===== config.mk =====
export PLATFORM = sky130hd
export DESIGN_NAME = tmo_timer
export DESIGN_NICKNAME = d
export VERILOG_FILES = /design/src/rtl/tmo_pkg.sv /design/src/rtl/tmo_timer.sv /design/src/rtl/tmo_ps_div.sv
export SDC_FILE = /design/constraint.sdc
export NUM_CORES = 1
export LEC_CHECK = 0
export ABC_CLOCK_PERIOD_IN_PS = 2400
export BUFFER_PORTS_ARGS = -buffer_cell sky130_fd_sc_hd__buf_2
export CORE_UTILIZATION = 25
export DETAILED_ROUTE_END_ITERATION = 8
export MAX_ROUTING_LAYER = met4
export SYNTH_ARGS = -nofsm -noshare
export SYNTH_HDL_FRONTEND = slang
export SYNTH_SLANG_ARGS = --single-unit

===== constraint.sdc =====
create_clock -name sys_clk_i -period 2.4 [get_ports sys_clk_i]
set_input_delay 0.48 -clock sys_clk_i [delete_from_list [all_inputs] [get_ports sys_clk_i]]
set_output_delay 0.48 -clock sys_clk_i [all_outputs]
set_load 0.005 [all_outputs]

===== src/rtl/tmo_pkg.sv =====
// Package for the 16-bit overflow timer: register map, fields, resets.
// Assumes a 40 MHz system clock and a 32-bit Avalon-MM register slave.
package tmo_pkg;
   // ****************************************************************
   // Register word addresses (byte address = 4 * index)
   // ****************************************************************
   localparam logic [3:0] ADDR_FLAGS = 4'h0;   // peripheral_irq_flags
   localparam logic [3:0] ADDR_ENABLES = 4'h1; // peripheral_irq_enables
   localparam logic [3:0] ADDR_PRIOS = 4'h2;   // peripheral_irq_priorities
   localparam logic [3:0] ADDR_LOW = 4'h3;     // count_low_byte
   localparam logic [3:0] ADDR_HIGH = 4'h4;    // count_high_byte
   localparam logic [3:0] ADDR_CTRL = 4'h5;    // counter_control
   localparam logic [3:0] ADDR_STAT = 4'h6;    // sticky event status
   localparam logic [3:0] ADDR_CLR = 4'h7;     // event clear, write only
   localparam logic [3:0] ADDR_EVEN = 4'h8;    // event enable
   localparam int ADDR_W = 4;

   // ****************************************************************
   // Control register fields
   // ****************************************************************
   localparam int CTL_ON = 0;
   localparam int CTL_SRC = 1;
   localparam int CTL_NOSYNC = 2;
   localparam int CTL_OSCEN = 3;
   localparam int CTL_PS_LO = 4;
   localparam int CTL_PS_HI = 5;
   localparam int CTL_LPRUN = 6;
   localparam int CTL_WIDE = 7;
   localparam logic [7:0] CTL_WMASK = 8'hbf; // bit 6 is read only
   localparam logic [7:0] CTL_RESET = 8'h00;

   // ****************************************************************
   // Flag / event fields and reset values
   // ****************************************************************
   localparam int OVF_BIT = 0;
   localparam logic [7:0] BYTE_ZERO = 8'h00;
   localparam logic [15:0] CNT_ZERO = 16'h0000;
   localparam logic [15:0] CNT_ONES = 16'hffff;
   localparam logic [1:0] EV_OVF = 2'h1;  // overflow event
   localparam logic [1:0] EV_WR = 2'h2;   // prescaler cleared by write
   localparam logic [2:0] PS_ZERO = 3'h0;
   localparam logic [31:0] RD_ZERO = 32'h0000_0000;
endpackage


===== src/rtl/tmo_timer.sv =====
// 16-bit overflow timer with buffered wide access, Avalon-MM slave.
// Assumes one 40 MHz clock, synchronous active-low reset, sync inputs.
//
// How it works
// - The 16-bit count runs up from zero to all ones and wraps to zero.
// - A wrap from all ones to zero sets the overflow flag in flags bit 0.
// - The overflow raises the request only while enable bit 0 is set.
// - In wide mode the high byte address reaches a separate buffer.
// - In wide mode a low byte read copies the live high byte to the buffer.
// - In wide mode a low byte write also loads the high byte from buffer.
// - In wide mode the high address never reads or writes the live byte.
// - A high byte write leaves the prescaler count alone.
// - Only a low byte write clears the prescaler count.
// - Source select 0 counts each instruction cycle, 1 each rising ext edge.
// - The prescaler divides by 1, 2, 4 or 8 from the two-bit field.
// - With wide mode off each byte address reads and writes its live count byte directly.
// - The count advances only while the counter on bit is set.
//
// Implementation choices: the placing of the registers and register access over Avalon-MM.
`timescale 1ns/1ps
`default_nettype none
module tmo_timer (
   input wire logic sys_clk_i,
   input wire logic rst_n_i,
   input wire logic [tmo_pkg::ADDR_W-1:0] avs_address_i,
   input wire logic avs_read_i,
   input wire logic avs_write_i,
   input wire logic [31:0] avs_writedata_i,
   input wire logic [3:0] avs_byteenable_i,
   output logic [31:0] avs_readdata_o,
   output logic avs_waitrequest_o,
   input wire logic ext_clk_i,
   input wire logic lp_clk_active_i,
   output logic irq_o,
   output logic ovf_req_o,
   output logic lp_osc_enable_o
);
   import tmo_pkg::*;

   // ****************************************************************
   // Declarations
   // ****************************************************************
   logic [15:0] count_r;
   logic [7:0] hbuf_r;
   logic [7:0] ctrl_r;
   logic [7:0] flags_r;
   logic [7:0] enables_r;
   logic [7:0] prios_r;
   logic [1:0] ev_stat_r;
   logic [1:0] ev_en_r;
   logic [1:0] div_r;
   logic ext_q_r;
   logic ack_r;
   logic tick;
   logic step;
   logic wrap;
   logic acc;
   logic wr_acc;
   logic rd_acc;
   logic wr_low;
   logic wr_high;
   logic rd_low;
   logic wide;
   logic [7:0] wbyte;
   logic [7:0] rdata;
   logic [1:0] ev_set;

   // Byte lane 0 carries register data
   function automatic logic lane_ok(input logic [3:0] be);
      lane_ok = be[0];
   endfunction

   // ****************************************************************
   // Bus decode: one wait state, answer on second cycle
   // ****************************************************************
   assign acc = (avs_read_i | avs_write_i) & ack_r;
   assign wr_acc = acc & avs_write_i & lane_ok(avs_byteenable_i);
   assign rd_acc = acc & avs_read_i;
   assign wbyte = avs_writedata_i[7:0];
   assign wide = ctrl_r[CTL_WIDE];
   assign wr_low = wr_acc && (avs_address_i == ADDR_LOW);
   assign wr_high = wr_acc && (avs_address_i == ADDR_HIGH);
   assign rd_low = rd_acc && (avs_address_i == ADDR_LOW);

   // Waitrequest drops for one cycle after each request seen
   always_ff @(posedge sys_clk_i) begin
      if (!rst_n_i) begin
         ack_r <= 1'b0;
         avs_waitrequest_o <= 1'b1;
      end else if ((avs_read_i | avs_write_i) && !ack_r) begin
         ack_r <= 1'b1;
         avs_waitrequest_o <= 1'b0;
      end else begin
         ack_r <= 1'b0;
         avs_waitrequest_o <= 1'b1;
      end
   end

   // ****************************************************************
   // Count source and prescaler
   // ****************************************************************
   // Instruction cycle is every fourth system clock
   always_ff @(posedge sys_clk_i) begin
      if (!rst_n_i) begin
         div_r <= 2'h0;
         ext_q_r <= 1'b0;
      end else begin
         div_r <= 2'(div_r + 2'h1);
         ext_q_r <= ext_clk_i;
      end
   end

   // Internal or external rising edge, gated by counter on
   always_comb begin
      if (ctrl_r[CTL_SRC]) begin
         tick = ext_clk_i & ~ext_q_r;
      end else begin
         tick = (div_r == 2'h3);
      end
      tick = tick & ctrl_r[CTL_ON];
   end

   // Prescaler cleared by low byte writes only
   tmo_ps_div u_ps (
      .sys_clk_i(sys_clk_i),
      .rst_n_i(rst_n_i),
      .tick_i(tick),
      .clr_i(wr_low),
      .sel_i(ctrl_r[CTL_PS_HI:CTL_PS_LO]),
      .step_o(step)
   );

   // Wide high writes reach only the buffer, so the wrap still counts
   assign wrap = step && (count_r == CNT_ONES) && !wr_low &&
      !(wr_high && !wide);

   // ****************************************************************
   // Counter and high byte buffer
   // ****************************************************************
   // Bus writes take priority over a count step
   always_ff @(posedge sys_clk_i) begin
      if (!rst_n_i) begin
         count_r <= CNT_ZERO;
      end else if (wr_low && wide) begin
         count_r <= {hbuf_r, wbyte};
      end else if (wr_low) begin
         count_r[7:0] <= wbyte;
      end else if (wr_high && !wide) begin
         count_r[15:8] <= wbyte;
      end else if (step) begin
         count_r <= 16'(count_r + 16'h0001);
      end
   end

   // In wide mode the buffer takes high byte writes and low byte read snapshots
   always_ff @(posedge sys_clk_i) begin
      if (!rst_n_i) begin
         hbuf_r <= BYTE_ZERO;
      end else if (wr_high && wide) begin
         hbuf_r <= wbyte;
      end else if (rd_low && wide) begin
         hbuf_r <= count_r[15:8];
      end
   end

   // ****************************************************************
   // Control, flag, enable and priority registers
   // ****************************************************************
   // Control; bit 6 follows the low-power clock status
   always_ff @(posedge sys_clk_i) begin
      if (!rst_n_i) begin
         ctrl_r <= CTL_RESET;
      end else if (wr_acc && avs_address_i == ADDR_CTRL) begin
         ctrl_r <= (wbyte & CTL_WMASK) |
            ({7'h00, lp_clk_active_i} << CTL_LPRUN);
      end else begin
         ctrl_r[CTL_LPRUN] <= lp_clk_active_i;
      end
   end

   // Overflow flag: set wins over a software clear
   always_ff @(posedge sys_clk_i) begin
      if (!rst_n_i) begin
         flags_r <= BYTE_ZERO;
      end else if (wr_acc && avs_address_i == ADDR_FLAGS) begin
         flags_r <= {7'h00, wbyte[OVF_BIT] | wrap};
      end else if (wrap) begin
         flags_r[OVF_BIT] <= 1'b1;
      end
   end

   // Enables and priorities, only bit 0 implemented
   always_ff @(posedge sys_clk_i) begin
      if (!rst_n_i) begin
         enables_r <= BYTE_ZERO;
         prios_r <= BYTE_ZERO;
      end else begin
         if (wr_acc && avs_address_i == ADDR_ENABLES) begin
            enables_r <= {7'h00, wbyte[OVF_BIT]};
         end
         if (wr_acc && avs_address_i == ADDR_PRIOS) begin
            prios_r <= {7'h00, wbyte[OVF_BIT]};
         end
      end
   end

   // ****************************************************************
   // Sticky event status, clear and enable
   // ****************************************************************
   assign ev_set = (wrap ? EV_OVF : 2'h0) | (wr_low ? EV_WR : 2'h0);

   // Clear by writing ones; a new event beats the clear
   always_ff @(posedge sys_clk_i) begin
      if (!rst_n_i) begin
         ev_stat_r <= 2'h0;
         ev_en_r <= 2'h0;
      end else begin
         if (wr_acc && avs_address_i == ADDR_CLR) begin
            ev_stat_r <= (ev_stat_r & ~wbyte[1:0]) | ev_set;
         end else begin
            ev_stat_r <= ev_stat_r | ev_set;
         end
         if (wr_acc && avs_address_i == ADDR_EVEN) begin
            ev_en_r <= wbyte[1:0];
         end
      end
   end

   // ****************************************************************
   // Outputs and read data
   // ****************************************************************
   // Registered outputs
   always_ff @(posedge sys_clk_i) begin
      if (!rst_n_i) begin
         irq_o <= 1'b0;
         ovf_req_o <= 1'b0;
         lp_osc_enable_o <= 1'b0;
      end else begin
         irq_o <= |(ev_stat_r & ev_en_r);
         ovf_req_o <= flags_r[OVF_BIT] & enables_r[OVF_BIT];
         lp_osc_enable_o <= ctrl_r[CTL_OSCEN];
      end
   end

   // Read multiplexer; unmapped addresses read zero
   always_comb begin
      if (avs_address_i == ADDR_FLAGS) begin
         rdata = flags_r;
      end else if (avs_address_i == ADDR_ENABLES) begin
         rdata = enables_r;
      end else if (avs_address_i == ADDR_PRIOS) begin
         rdata = prios_r;
      end else if (avs_address_i == ADDR_LOW) begin
         rdata = count_r[7:0];
      end else if (avs_address_i == ADDR_HIGH) begin
         rdata = wide ? hbuf_r : count_r[15:8];
      end else if (avs_address_i == ADDR_CTRL) begin
         rdata = ctrl_r;
      end else if (avs_address_i == ADDR_STAT) begin
         rdata = {6'h00, ev_stat_r};
      end else if (avs_address_i == ADDR_EVEN) begin
         rdata = {6'h00, ev_en_r};
      end else begin
         rdata = BYTE_ZERO;
      end
   end

   // Read data captured on the answer edge setup
   always_ff @(posedge sys_clk_i) begin
      if (!rst_n_i) begin
         avs_readdata_o <= RD_ZERO;
      end else if (avs_read_i && !ack_r) begin
         avs_readdata_o <= {24'h000000, rdata};
      end
   end
endmodule // tmo_timer
`default_nettype wire


===== src/rtl/tmo_ps_div.sv =====
// Input prescaler for the overflow timer: turns count ticks into enables.
// Assumes tick_i is a one-cycle pulse in the system clock domain.
`timescale 1ns/1ps
`default_nettype none
module tmo_ps_div (
   input wire logic sys_clk_i,
   input wire logic rst_n_i,
   input wire logic tick_i,
   input wire logic clr_i,
   input wire logic [1:0] sel_i,
   output logic step_o
);
   import tmo_pkg::*;
   logic [2:0] cnt_r;
   logic [2:0] lim;

   // Terminal count for 1:1, 1:2, 1:4, 1:8
   always_comb begin
      lim = 3'((3'h1 << sel_i) - 3'h1);
   end

   // Ticks divided down; cleared on low byte writes
   always_ff @(posedge sys_clk_i) begin
      if (!rst_n_i) begin
         cnt_r <= PS_ZERO;
         step_o <= 1'b0;
      end else if (clr_i) begin
         cnt_r <= PS_ZERO;
         step_o <= 1'b0;
      end else if (tick_i) begin
         step_o <= (cnt_r >= lim);
         cnt_r <= (cnt_r >= lim) ? PS_ZERO : 3'(cnt_r + 3'h1);
      end else begin
         step_o <= 1'b0;
      end
   end
endmodule // tmo_ps_div
`default_nettype wire


== After elaboration in Yosys (flattened, before gate mapping) ==
Index checks and enable logic that the tools add are counted.

* Register bits after elaboration: 59
* Bits in latches: 0
* Memory bits (writable): 0
* Bits in read-only memories: 0
* Input bits: 46
* Output and inout port bits: 36
* Memories kept: 0

* $add $sub $neg: 4
* Multiply operators: 0
* Divide/modulo/power cells: 0
* Magnitude comparators: 1
* Equality and inequality tests: 12
* Shift operators: 1
* Multiplexer cells: 27
* Bitwise operators: 19
* Reductions and logical operators: 32

{| class="wikitable"
|+ Operator list
! operator !! count
|-
| $mux W8 || 13
|-
| $mux W16 || 2
|-
| $logic_and A1 B1 Y1 || 18
|-
| $add A16 B1 Y16 const B || 1
|-
| $eq A16 B16 Y1 const B || 1
|-
| $eq A4 B3 Y1 const B || 4
|-
| $eq A4 B2 Y1 const B || 2
|-
| $mux W2 || 4
|-
| $or A8 B7 Y8 || 1
|-
| $and A1 B1 Y1 || 7
|-
| $mux W1 || 7
|-
| $reduce_bool A3 Y1 || 2
|-
| $and A2 B2 Y2 || 2
|-
| $eq A4 B1 Y1 const B || 1
|-
| $eq A4 B4 Y1 const B || 1
|-
| $logic_not A1 Y1 || 4
|-
| $logic_not A4 Y1 || 1
|-
| $or A2 B2 Y2 || 2
|-
| $reduce_and A2 Y1 || 2
|-
| $reduce_bool A2 Y1 || 2
|-
| $reduce_or A2 Y1 || 2
|-
| $add A3 B1 Y3 const B || 1
|-
| $ge A3 B3 Y1 || 1
|-
| $mux W3 || 1
|-
| other kinds (11) || 14
|}

== Logic depth before layout (Yosys ltp) ==
Gate-level depths: netlist of run 1.

* Word-level depth: 12
* Mapped depth: 7
* Mapped depth without buffers: 7

== Modules after synthesis ==
Synthesis of run 1 repeated with hierarchy kept, for this count alone.

* Cells, all modules: 424
* Area total of the unflattened synthesis: 3519.6 um^2

{| class="wikitable"
|+ Modules (own cells, without submodules)
! module !! instances !! cells each !! area an instance (um^2) !! seq. area each (um^2)
|-
| tmo_timer || 1 || 393 || 3225.6 || 1101.1
|-
| tmo_ps_div || 1 || 31 || 294.0 || 80.1
|}

== Worst setup path after synthesis of run 1 ==
No wires, ideal clock.

* Kind: input-to-reg
* Start: in avs_address_i[1] (netlist name)
* End: reg count_r[12]
* Setup time: 0.103 ns
* Arrival: 2.045 ns
* Required time: 2.297 ns
* Path slack: 0.251 ns
* Stages on the path: 7
* Buffers on the path: 2
* Cell sequence: or4b_1 -> buf_2 -> or3_1 -> buf_4 -> nand3_4 -> nor2_2 -> a2111oi_2

* Word-level cells in the longest chain between the ends: 6
* Elaborated cells between the ends (all ways): 12
* Classes of those cells: 3 x eq/ne; 3 x mux; 6 x reduce/logical

{| class="wikitable"
|+ RTL lines
! item !! line !! source
|-
| from (decl) || tmo_timer.sv:25 || <nowiki>input wire logic [tmo_pkg::ADDR_W-1:0] avs_address_i,</nowiki>
|-
| $eq A4 B3 Y1 || tmo_timer.sv:82 || <nowiki>assign wr_high = wr_acc && (avs_address_i == ADDR_HIGH);</nowiki>
|-
| $logic_and A1 B1 Y1 || tmo_timer.sv:82 ||
|-
| $logic_and A1 B1 Y1 || tmo_timer.sv:148 || <nowiki>end else if (wr_high && !wide) begin</nowiki>
|-
| $mux W8 || tmo_timer.sv:148 ||
|-
| $mux W8 || tmo_timer.sv:146 || <nowiki>end else if (wr_low) begin</nowiki>
|-
| $mux W16 || tmo_timer.sv:144 || <nowiki>end else if (wr_low && wide) begin</nowiki>
|-
| to (signal assigned) || tmo_timer.sv:145 || <nowiki>count_r <= {hbuf_r, wbyte};</nowiki>
|-
| to (signal assigned) || tmo_timer.sv:149 || <nowiki>count_r[15:8] <= wbyte;</nowiki>
|-
| to (signal assigned) || tmo_timer.sv:151 || <nowiki>count_r <= 16'(count_r + 16'h0001);</nowiki>
|-
| to (decl) || tmo_timer.sv:43 || <nowiki>logic [15:0] count_r;</nowiki>
|}

Several ways; a longest one is shown, not always the timed one. The select of a mux whose other input is x is not followed.
A chain may end at the register's enable or synchronous reset.

== Worst setup path after layout of run 1 ==
* Start: reg ctrl_r[7]
* End: reg count_r[9]

* Word-level cells in the longest chain between the ends: 5
* Elaborated cells between the ends (all ways): 9
* Classes of those cells: 1 x eq/ne; 3 x mux; 5 x reduce/logical

{| class="wikitable"
|+ RTL lines
! item !! line !! source
|-
| from (decl) || tmo_timer.sv:45 || <nowiki>logic [7:0] ctrl_r;</nowiki>
|-
| from (signal assigned) || tmo_timer.sv:174 || <nowiki>ctrl_r <= (wbyte & CTL_WMASK) |</nowiki>
|-
| from (signal, indexed assignment) || tmo_timer.sv:177 || <nowiki>ctrl_r[CTL_LPRUN] <= lp_clk_active_i;</nowiki>
|-
| $logic_not A1 Y1 || tmo_timer.sv:148 ||
|-
| $logic_and A1 B1 Y1 || tmo_timer.sv:148 ||
|-
| $mux W8 || tmo_timer.sv:148 ||
|-
| $mux W8 || tmo_timer.sv:146 ||
|-
| $mux W16 || tmo_timer.sv:144 ||
|}

Several ways; a longest one is shown, not always the timed one. The select of a mux whose other input is x is not followed.

==> impl_results.md, run 1 <==
* Leak at 1.440 nW
* Crit path from: ctrl_r[7]
* R2r startpoint: ctrl_r[7]
* Status: finished, final reports clean
* Sink Count at 59
* Commonest non-fill, non-tap cell in the layout: dfxtp_1
* Hold Slack at 360.7 ps
* Die Wd at 117.8 um
* Die height at 117.8 um
* Vias in the first global route at 2811
* RSZ-0062 raised after global routing: false
* EDFF count, synth at 0
* CTS root buffer: clkbuf_16
* CP required at 2580 ps
* Post-route minimum period at 2097 ps
* Worst-case clock buffer depth at 2
* Fmax at 476.9 MHz
* Synth Area in Adders at 2.239%
* Pwr/cell area at 619.0 nW/um2
* Core area at 12820 um2
* Avg Inst Size Synth at 8.179 um2
* Buffers on Ports at 30
* Worst-path fanout max at 5
* Postcts setup bufs at 0
* DR pass1 iterations at 4
* Clock latency on the worst-skew pair at 330 ps
* CP endpoint kind: flip-flop
* Async SR Flop Fraction at 0%
* Final setup viols at 0
* WL per Instance at 14.53 um
* Gpl congestion at 0.8627
* Total GRT Usage at 13.90%
* Hold buffer count at cts at 0
* GRT Residual Overflow at 0
* Worst Tran Pin Value at 625.9 ps
* Setup Skew at 4.000 ps
* Share of layout cells above drive strength 1 at 17.44%
* H-Tree Level Count at 3
* Compound-Gate Fraction of Synth Area at 20.41%
* Crit path arrival time at 2280 ps
* Post_cts resized at 0
* Worst-path clk slew at 50 ps
* Peak VDD IR at 0.2993 mV
* Netlist cell types at 52
* Commonest cells after routing, fill and taps aside: 59 x dfxtp_1, 34 x nand2_1, 33 x a21oi_1, 33 x nor2_1, 30 x buf_2
* Register area share after synthesis at 35.22%
* Critical Path Source Type: flip-flop
* Largest net degree at the start of global routing at 23
* # IOs at 82
* Post-synthesis mux area share at 6.567%
* Ys Warns at 0
* Setup TNS at 0 ps
* Final Hold Vio Count at 0
* Mapped cell area at 3353 um2
* Initial antenna violation count at 0
* Slew Limit Fails at 0
* Post-synth top area share at 35.22%
* Hold_sp: lp_clk_active_i
* Main synth FF type: dfxtp_1
* #FFs+latches synth at 59
* Top cells by area, synth: dfxtp_1 35%, mux2i_1 6.6%, buf_4 5.6%
* Post-Route WL at 9081 um
* Max_slew headroom at 58.23%
* Final Non-Filler Cells at 625
* Nets at 500
* Cells after synthesis at 410
* Final ANT Viol Nets at 0
* Vias at 3028
* First-pass GRT wire length at 14780 um
* Area Growth Syn to Fin at 19.96%
* Post-Synth Simple-Gate Area at 21.27%
* DR iter-0 viols at 211
* Hold Path Class: input port to flip-flop
* Max_cap viols at 0
* Hpwl dp at 6766 um
* CTS Buf Count at 9
* Post-synthesis xor/xnor area fraction at 4.179%
* Crit path kind: flip-flop to flip-flop
* Placed Cells at 609
* Vias per std cell at 4.845
* Largest family of logic cells by synthesized area: simple AND/OR/NAND/NOR gates
* CTS tree: built
* # diodes at 0
* Post-synth top area cell: dfxtp_1
* Final period utilization at 87.37%
* Die area at 13880 um2
* Initial Utilization at 26.15%
* Drt drc at 0
* Row Count at 41
[registers in the layout (all words and copies together) (netlist names), 2 cells and up]
name and cells:
count_r 16, avs_readdata_o 8, ctrl_r 8, hbuf_r 8, u_ps.cnt_r 3, div_r 2, ev_en_r 2, ev_stat_r 2
[layer usage]
layer  vias up  part of all wire, %  track usage (%)
li1       1498                    -                -
met2        99                   46            21.47
met5         -                    0                -
met1      1424                   47            17.79
met4         0                 0.78            4.167
met3         7                  6.5            3.488
[where the power goes]
part | total, mW | switching [mW] | internal (mW)
Clock | 1.35 | 0.442 | 0.904
Sequential | 0.998 | 0.00587 | 0.992
Combinational | 0.147 | 0.0960 | 0.0506
Total | 2.49 | 0.544 | 1.95
[metrics by stage]
stage               area [um2]  worst slack [ps]  util [%]  power, mW
finish                    4023             303.2     31.37      2.490
detailed placement        3712             58.66     28.95      1.164
floorplan                 3440             251.3         -      1.123
global route              4023             217.1     31.37      2.585
global placement          3712             67.68     28.95      1.162
CTS                       4023             320.8     31.37      2.516
[logic make-up (layout without fill, tap and decap cells)]
logic type,Yosys count,count (layout)
buffers and inverters,64,84
multiplexers,22,22
XOR/XNOR,16,16
AO/OA/AOI/OAI,104,104
other,1,24
AND/OR/NAND/NOR,138,138
adder cells (fa/ha/maj),6,6
flip-flops,59,59
[cells in the mapped netlist (2+ instances only)]
master and n:
o211ai_1 2, nor3_1 11, xor2_1 2, ha_1 6, nand2_1 34, nand3_1 17, nor2_1 33, nor4_1 5
nand2b_1 3, and2_1 4, inv_1 13, nand4_1 5, a31o_2 2, or3_1 2, a21o_1 2, a31oi_1 3
buf_4 25, o21ai_0 14, nor4bb_1 3, nor2b_1 2, mux2i_1 22, buf_1 5, a22oi_1 21, a21oi_1 33
clkbuf_1 20, o21ai_1 2, or4b_2 2, o22ai_1 2, a22o_1 5, dfxtp_1 59, a211oi_1 12, xnor2_1 14
and3_1 6
[cell type report]
class | count | area, um2
Clock buffer | 11 | 232.7
Clock inverter | 5 | 77.57
Fill cell | 1380 | 8802
Inverter | 13 | 48.80
Multi-Input combinational cell | 310 | 1929
Sequential cell | 59 | 1181
Tap cell | 172 | 215.2
Timing Repair Buffer | 55 | 337.8
[worst paths after layout]
check               end  slack [ps]  depth (start not counted)
max          count_r[9]         300                          6
max reg2reg  count_r[9]         300                          6
min           ctrl_r[6]         360                          2
min reg2reg    div_r[0]         420                          1
[worst max-delay path: stages, from the launching register on]
cell      delay (ps)
dfxtp_1          300
or4b_2           660
a211oi_1         380
o21ai_1          170
buf_4            190
a22oi_1          170
a21oi_1           90
Power figures use the tool's default switching activity.
==> run 2: changes to the inputs <==
--- a/config.mk
+++ b/config.mk
@@ -6,10 +6,11 @@
 export NUM_CORES = 1
 export LEC_CHECK = 0
 export ABC_CLOCK_PERIOD_IN_PS = 2400
-export BUFFER_PORTS_ARGS = -buffer_cell sky130_fd_sc_hd__buf_2
 export CORE_UTILIZATION = 25
 export DETAILED_ROUTE_END_ITERATION = 8
+export DONT_BUFFER_PORTS = 1
 export MAX_ROUTING_LAYER = met4
 export SYNTH_ARGS = -nofsm -noshare
 export SYNTH_HDL_FRONTEND = slang
+export SYNTH_HIERARCHICAL = 1
 export SYNTH_SLANG_ARGS = --single-unit
==> run 2 against run 1 <==
Against the previous run:
- sequential power is essentially flat
- non-clock buffer count down 45
- flip-flop and latch count stayed put
- core utilization down 2.9 points
- worst setup slack improved by 250 ps
- critical path depth is 2 lower
- die area increased by 4.9%
- sequential share of layout area rose by 1.3 points
- combinational power down 33%
- clock-buffer cell count unchanged
- clock skew is 3.1 ps higher
==> impl_results.md, run 2 <==
* Top cells by area, synth: dfxtp_1 34%, a21oi_1 6.1%, buf_4 5.8%
* Hold Slack at 270.8 ps (-89.89 ps)
* Peak VDD IR at 0.2691 mV (-10%)
* Netlist cell types at 70 (+35%)
* H-Tree Level Count at 3 (unchanged)
* Clock latency on the worst-skew pair at 330 ps (about the same)
* Final period utilization at 76.89% (-10 points)
* Fmax at 541.9 MHz (+14%)
* Worst Tran Pin Value at 738.8 ps (+112.8 ps)
* Total GRT Usage at 13.74% (-0.16 points)
* Cells after synthesis at 424 (+3.4%)
* Main synth FF type: dfxtp_1
* CTS Buf Count at 9 (unchanged)
* Vias at 3062 (+1.1%)
* Worst hold stages at 1 (-1)
* CP endpoint kind: flip-flop
* Die height at 120.7 um (+2.4%)
* Most flops, register: count_r
* Critical Path Source Type: flip-flop
* Gpl congestion at 0.9112 (+5.6%)
* Max FFs per register at 16 (unchanged)
* Register area share after synthesis at 33.56% (-1.7 points)
* # diodes at 0 (unchanged)
* Final setup viols at 0 (unchanged)
* Commonest non-fill, non-tap cell in the layout: dfxtp_1
* Hpwl dp at 6871 um (+1.5%)
* EDFF count, synth at 0 (unchanged)
* Initial Utilization at 26.06% (-0.086 points)
* Post-synth top area cell: dfxtp_1
* R2R depth at 4 (-2)
* # IOs at 82 (unchanged)
* Mapped cell area at 3520 um2 (+5.0%)
* Core area at 13510 um2 (+5.3%)
* Fill cells at 1452 (+5.2%)
* Max_cap viols at 0 (unchanged)
* Worst-case clock buffer depth at 2 (unchanged)
* Initial antenna violation count at 0 (unchanged)
* Crit path kind: flip-flop to flip-flop
* GRT Residual Overflow at 0 (unchanged)
* Max_slew headroom at 50.70% (-7.5 points)
* Final Hold Vio Count at 0 (unchanged)
* Hold Path Class: input port to flip-flop
* Post-synth top area share at 33.56% (-1.7 points)
* Worst-path fanout max at 9 (+4)
* Area Growth Syn to Fin at 9.314%
* Avg Inst Size Synth at 8.301 um2 (+1.5%)
* Share of layout cells above drive strength 1 at 10.17% (-7.3 points)
* Die area at 14560 um2 (+4.9%)
* Largest net degree at the start of global routing at 33 (+43%)
* DR iter-0 viols at 277 (+31%)
* Slew Limit Fails at 0 (unchanged)
* Leak at 1.323 nW (-8.1%)
* Final ANT Viol Nets at 0 (unchanged)
* #FFs+latches synth at 59 (unchanged)
* Sink Count at 59 (unchanged)
* Buffers on Ports at 0 (-100%)
* Die Wd at 120.7 um (+2.4%)
* CTS tree: built
* Setup Skew at 7.142 ps (+3.143 ps)
* Setup TNS at 0 ps (unchanged)
* Vias per std cell at 5.112 (+5.5%)
* Crit path arrival time at 2060 ps (-220 ps)
* Postcts setup bufs at 0 (unchanged)
* Nets at 470 (-6.0%)
* Post_cts resized at 0 (unchanged)
* Status: finished, final reports clean
* Commonest cells after routing, fill and taps aside: 59 x dfxtp_1, 43 x a21oi_1, 42 x nand2_1
* First-pass GRT wire length at 15130 um (+2.4%)
* Worst-path clk slew at 50 ps (about the same)
* Most numerous cell in the Yosys netlist: dfxtp_1
* Post-route minimum period at 1845 ps (-251.3 ps)
* Ys Warns at 6 (+6)
* Final core occ at 28.49% (-2.9 points)
* Async SR Flop Fraction at 0% (unchanged)
* CP required at 2620 ps (+40 ps)
* Overall Power at 2.239 mW (-10%)
* Post-Route WL at 9455 um (+4.1%)
* Hold buffer count at cts at 0 (unchanged)
* RSZ-0062 raised after global routing: false
* WL per Instance at 15.78 um (+8.6%)
* CTS root buffer: clkbuf_16
* Synth cell count leaders: 59 x dfxtp_1, 43 x a21oi_1, 42 x nand2_1, 27 x buf_4, 25 x nand3_1
* DR pass1 iterations at 5 (+1)
* Pwr/cell area at 582.0 nW/um2 (-6.0%)
* Vias in the first global route at 2925 (+4.1%)
* Drt drc at 0 (unchanged)
* Row Count at 42 (+2.4%)
-- run 2: cell count changes in the layout (fill, tap and decap cells not counted), sizes merged, moves of 6 or more --
cell	previous run	this run
nand2	34	42
nor2	34	25
a21oi	33	44
xnor2	14	5
and2	4	10
a22oi	21	10
a211oi	12	4
buf	55	10
nand3	18	25
mux2i	22	16
-- run 2: power breakdown --
group / leakage (nW) / internal (mW) / switching (mW)
sequential: 0.477 / 0.991 / 0.00791
clock: 0.125 / 0.692 / 0.450
combinational: 0.721 / 0.0350 / 0.0631
total: 1.32 / 1.72 / 0.521
-- run 2: through the flow --
stage,setup slack (ps),cells,cell area [um2]
floorplan,568.0,447,3606
global placement,405.2,583,3585
detailed placement,404.7,583,3585
CTS,593.6,599,3847
global route,403.7,599,3847
finish,554.5,599,3847
-- run 2: cell type report --
cell class | instances | area [um2] | share of cell area, %
multi-input cells | 329 | 2074 | 53.92
flip-flops and latches | 59 | 1181 | 30.70
clock buffers | 11 | 232.7 | 6.049
well taps | 176 | 220.2 | 5.724
repair buffers | 10 | 75.07 | 1.951
inverters | 9 | 33.78 | 0.8780
clock inverters | 5 | 30.03 | 0.7805
-- run 2: kinds of logic after synthesis --
group	count (synthesis)	synth area share (%)
AO/OA/AOI/OAI	119	22.75
multiplexers	16	4.550
AND/OR/NAND/NOR	157	25.20
other	1	0.1065
XOR/XNOR	7	1.742
buffers and inverters	59	9.953
adder cells (fa/ha/maj)	6	2.133
flip-flops	59	33.56
-- run 2: path summary, 6_finish.rpt --
check | slack (ps) | startpoint | endpoint
min reg2reg | 420 | div_r[0] | div_r[0]
max | 550 | ack_r | count_r[14]
min | 270 | ext_clk_i | ext_q_r
max reg2reg | 550 | ack_r | count_r[14]
-- run 2: metal layers --
layer / global-route usage, % / vias to the layer above / share of wire, %
met5: - / - / 0
met4: 5.478 / 0 / 2.0
met3: 4.198 / 14 / 7.8
met2: 20.22 / 113 / 44
met1: 17.46 / 1450 / 46
li1: - / 1485 / -
-- run 2: critical path, cell delays in order (launching register included) --
cell	delay, ps
dfxtp_1	390
nand3_1	430
o21ai_2	540
a21oi_1	80
o31a_1	290
==> run 3: changes to the inputs <==
--- a/config.mk
+++ b/config.mk
@@ -5,7 +5,7 @@
 export SDC_FILE = /design/constraint.sdc
 export NUM_CORES = 1
 export LEC_CHECK = 0
-export ABC_CLOCK_PERIOD_IN_PS = 2400
+export ABC_CLOCK_PERIOD_IN_PS = 1600
 export CORE_UTILIZATION = 25
 export DETAILED_ROUTE_END_ITERATION = 8
 export DONT_BUFFER_PORTS = 1
==> constraint.sdc (replaced) <==
create_clock -name sys_clk_i -period 1.6 [get_ports sys_clk_i]
set_input_delay 0.32 -clock sys_clk_i [delete_from_list [all_inputs] [get_ports sys_clk_i]]
set_output_delay 0.32 -clock sys_clk_i [all_outputs]
set_load 0.005 [all_outputs]
==> run 3 against run 2 <==
Against the previous run:
- sequential power increased by 50%
- clock skew increased by 1.5 ps
- core utilization increased by 3.2 points
- design area increased by 11%
- clock power increased by 82%
- clock-buffer cell count decreased by 1
- largest cell class unchanged
- largest power group unchanged
- highest routed layer unchanged
==> impl_results.md, run 3 (synthesized netlist as in run 2, its figures left out) <==
* Core area at 13510 um2 (unchanged)
* Hpwl dp at 7648 um (+11%)
* Hold path endpoint: div_r[1]
* Clock latency on the worst-skew pair at 340 ps (about the same)
* Flop2flop setup slack at 50 ps (-500 ps)
* Vias in the first global route at 3067 (+4.9%)
* R2r startpoint: count_r[11]
* Row Count at 42 (unchanged)
* # IOs at 82 (unchanged)
* Total GRT Usage at 15.28% (+1.5 points)
* Postcts setup bufs at 0 (unchanged)
* Post-Route WL at 10210 um (+8.0%)
* Die height at 120.7 um (unchanged)
* CTS tree: built
* Leak at 1.584 nW (+20%)
* Vias per std cell at 5.086 (-0.50%)
* H-Tree Level Count at 3 (unchanged)
* Final period utilization at 96.70% (+20 points)
* # diodes at 0 (unchanged)
* CTS root buffer: clkbuf_16
* Die Wd at 120.7 um (unchanged)
* CP required at 1860 ps (-760 ps)
* GRT Residual Overflow at 0 (unchanged)
* Worst-path fanout max at 8 (-1)
* Worst hold stages at 1 (unchanged)
* Worst-path clk slew at 60 ps (about the same)
* Final ANT Viol Nets at 0 (unchanged)
* RSZ-0062 raised after global routing: true
* Initial antenna violation count at 0 (unchanged)
* Peak VDD IR at 0.5041 mV (+87%)
* Final core occ at 31.73% (+3.2 points)
* Worst-case clock buffer depth at 2 (unchanged)
* Nets at 507 (+7.9%)
* Hold_sp: rst_n_i
* WL per Instance at 16.05 um (+1.7%)
* Max_cap viols at 0 (unchanged)
* Worst slack, placed at -157.4 ps (-562.1 ps)
* Setup Skew at 8.641 ps (+1.499 ps)
* CTS Buf Count at 9 (unchanged)
* Critical Path Source Type: flip-flop
* Fmax at 646.3 MHz (+19%)
* Hold Path Class: input port to flip-flop
* First-pass GRT wire length at 16520 um (+9.2%)
* Buffers on Ports at 0 (unchanged)
* Final Hold Vio Count at 0 (unchanged)
* Drt drc at 0 (unchanged)
* Largest net degree at the start of global routing at 33 (unchanged)
* Final worst setup slack at 52.84 ps (-501.7 ps)
* Max FFs per register at 16 (unchanged)
* Final setup viols at 0 (unchanged)
* Share of layout cells above drive strength 1 at 21.09% (+11 points)
* Hold Slack at 108.1 ps (-162.7 ps)
* Critical R2R Capture: count_r[13]
* Crit path kind: flip-flop to flip-flop
* Sink Count at 59 (unchanged)
* Die area at 14560 um2 (unchanged)
* Initial Utilization at 26.06% (unchanged)
* Crit path arrival time at 1800 ps (-260 ps)
* Setup TNS at 0 ps (unchanged)
* DR iter-0 viols at 338 (+22%)
* Commonest non-fill, non-tap cell in the layout: dfxtp_1
* Post-route minimum period at 1547 ps (-298.3 ps)
* DR pass1 iterations at 5 (unchanged)
* Slew Limit Fails at 0 (unchanged)
* Vias at 3235 (+5.6%)
* Pwr/cell area at 874.2 nW/um2 (+50%)
* Most flops, register: count_r
* Commonest cells after routing, fill and taps aside: 54 x dfxtp_1, 45 x buf_4, 42 x nand2_1, 42 x a21oi_1
* Gpl congestion at 0.9228 (+1.3%)
* CP endpoint kind: flip-flop
* Status: finished, final reports clean
* R2R depth at 4 (unchanged)
* Area Growth Syn to Fin at 21.76%
run 3: cell count changes in the layout (fill, tap and decap cells not counted), sizes merged:
cell | previous run | this run
buf | 10 | 47
bufinv | 0 | 2
clkbuf | 11 | 10
clkinvlp | 2 | 1
run 3: worst max-delay path by stage:
stage                                 from     endpoint  slack, ps  depth (start not counted)
after floorplan           avs_address_i[1]  count_r[13]         -1                          6
after global placement    avs_address_i[1]   count_r[5]       -150                          5
after detailed placement  avs_address_i[1]   count_r[3]       -160                          5
after CTS                        ctrl_r[7]    hbuf_r[3]          3                          4
after global routing            count_r[3]  count_r[13]        -20                          5
final                          count_r[11]  count_r[13]         50                          4
run 3: timing repair:
item                       CTS  global route
pin swaps                    4             4
setup endpoints to repair    5            21
gates resized for setup      3            10
gates cloned                 0             0
hold buffers                 0             0
run 3: per-layer routing:
| layer | up-vias | wire (um) | GRT usage (%) |
|---|---|---|---|
| met5 | - | 0 | - |
| met4 | 0 | 153 | 5.170 |
| met2 | 127 | 4547 | 22.77 |
| li1 | 1562 | - | - |
| met3 | 18 | 821 | 4.623 |
| met1 | 1528 | 4685 | 19.56 |
run 3: worst max-delay path, stage by stage, from the launching register on:
cell     delay, ps
dfxtp_1        470
nand2_1        130
or3_4          420
o32a_1         290
a31oi_1        150
run 3: final cells by class:
type | instances | area [um2]
Clock buffer | 10 | 229.0
Clock inverter | 6 | 90.09
Fill cell | 1401 | 9220
Inverter | 9 | 33.78
Multi-Input combinational cell | 329 | 2147
Sequential cell | 59 | 1187
Tap cell | 176 | 220.2
Timing Repair Buffer | 47 | 377.9
run 3: report_power, final:
part,leakage [nW],switching [mW],internal [mW],total (mW)
Clock,0.153,0.713,1.36,2.08
Sequential,0.480,0.00970,1.49,1.50
Combinational,0.952,0.103,0.0700,0.173
Total,1.58,0.825,2.92,3.75
run 3: per-stage QoR:
stage               total power, mW  area, um2  cells
finish                        3.746       4285    636
global route                  3.874       4285    636
CTS                           3.791       4243    636
detailed placement            1.695       3921    621
global placement              1.693       3921    621
floorplan                     1.707       3636    447
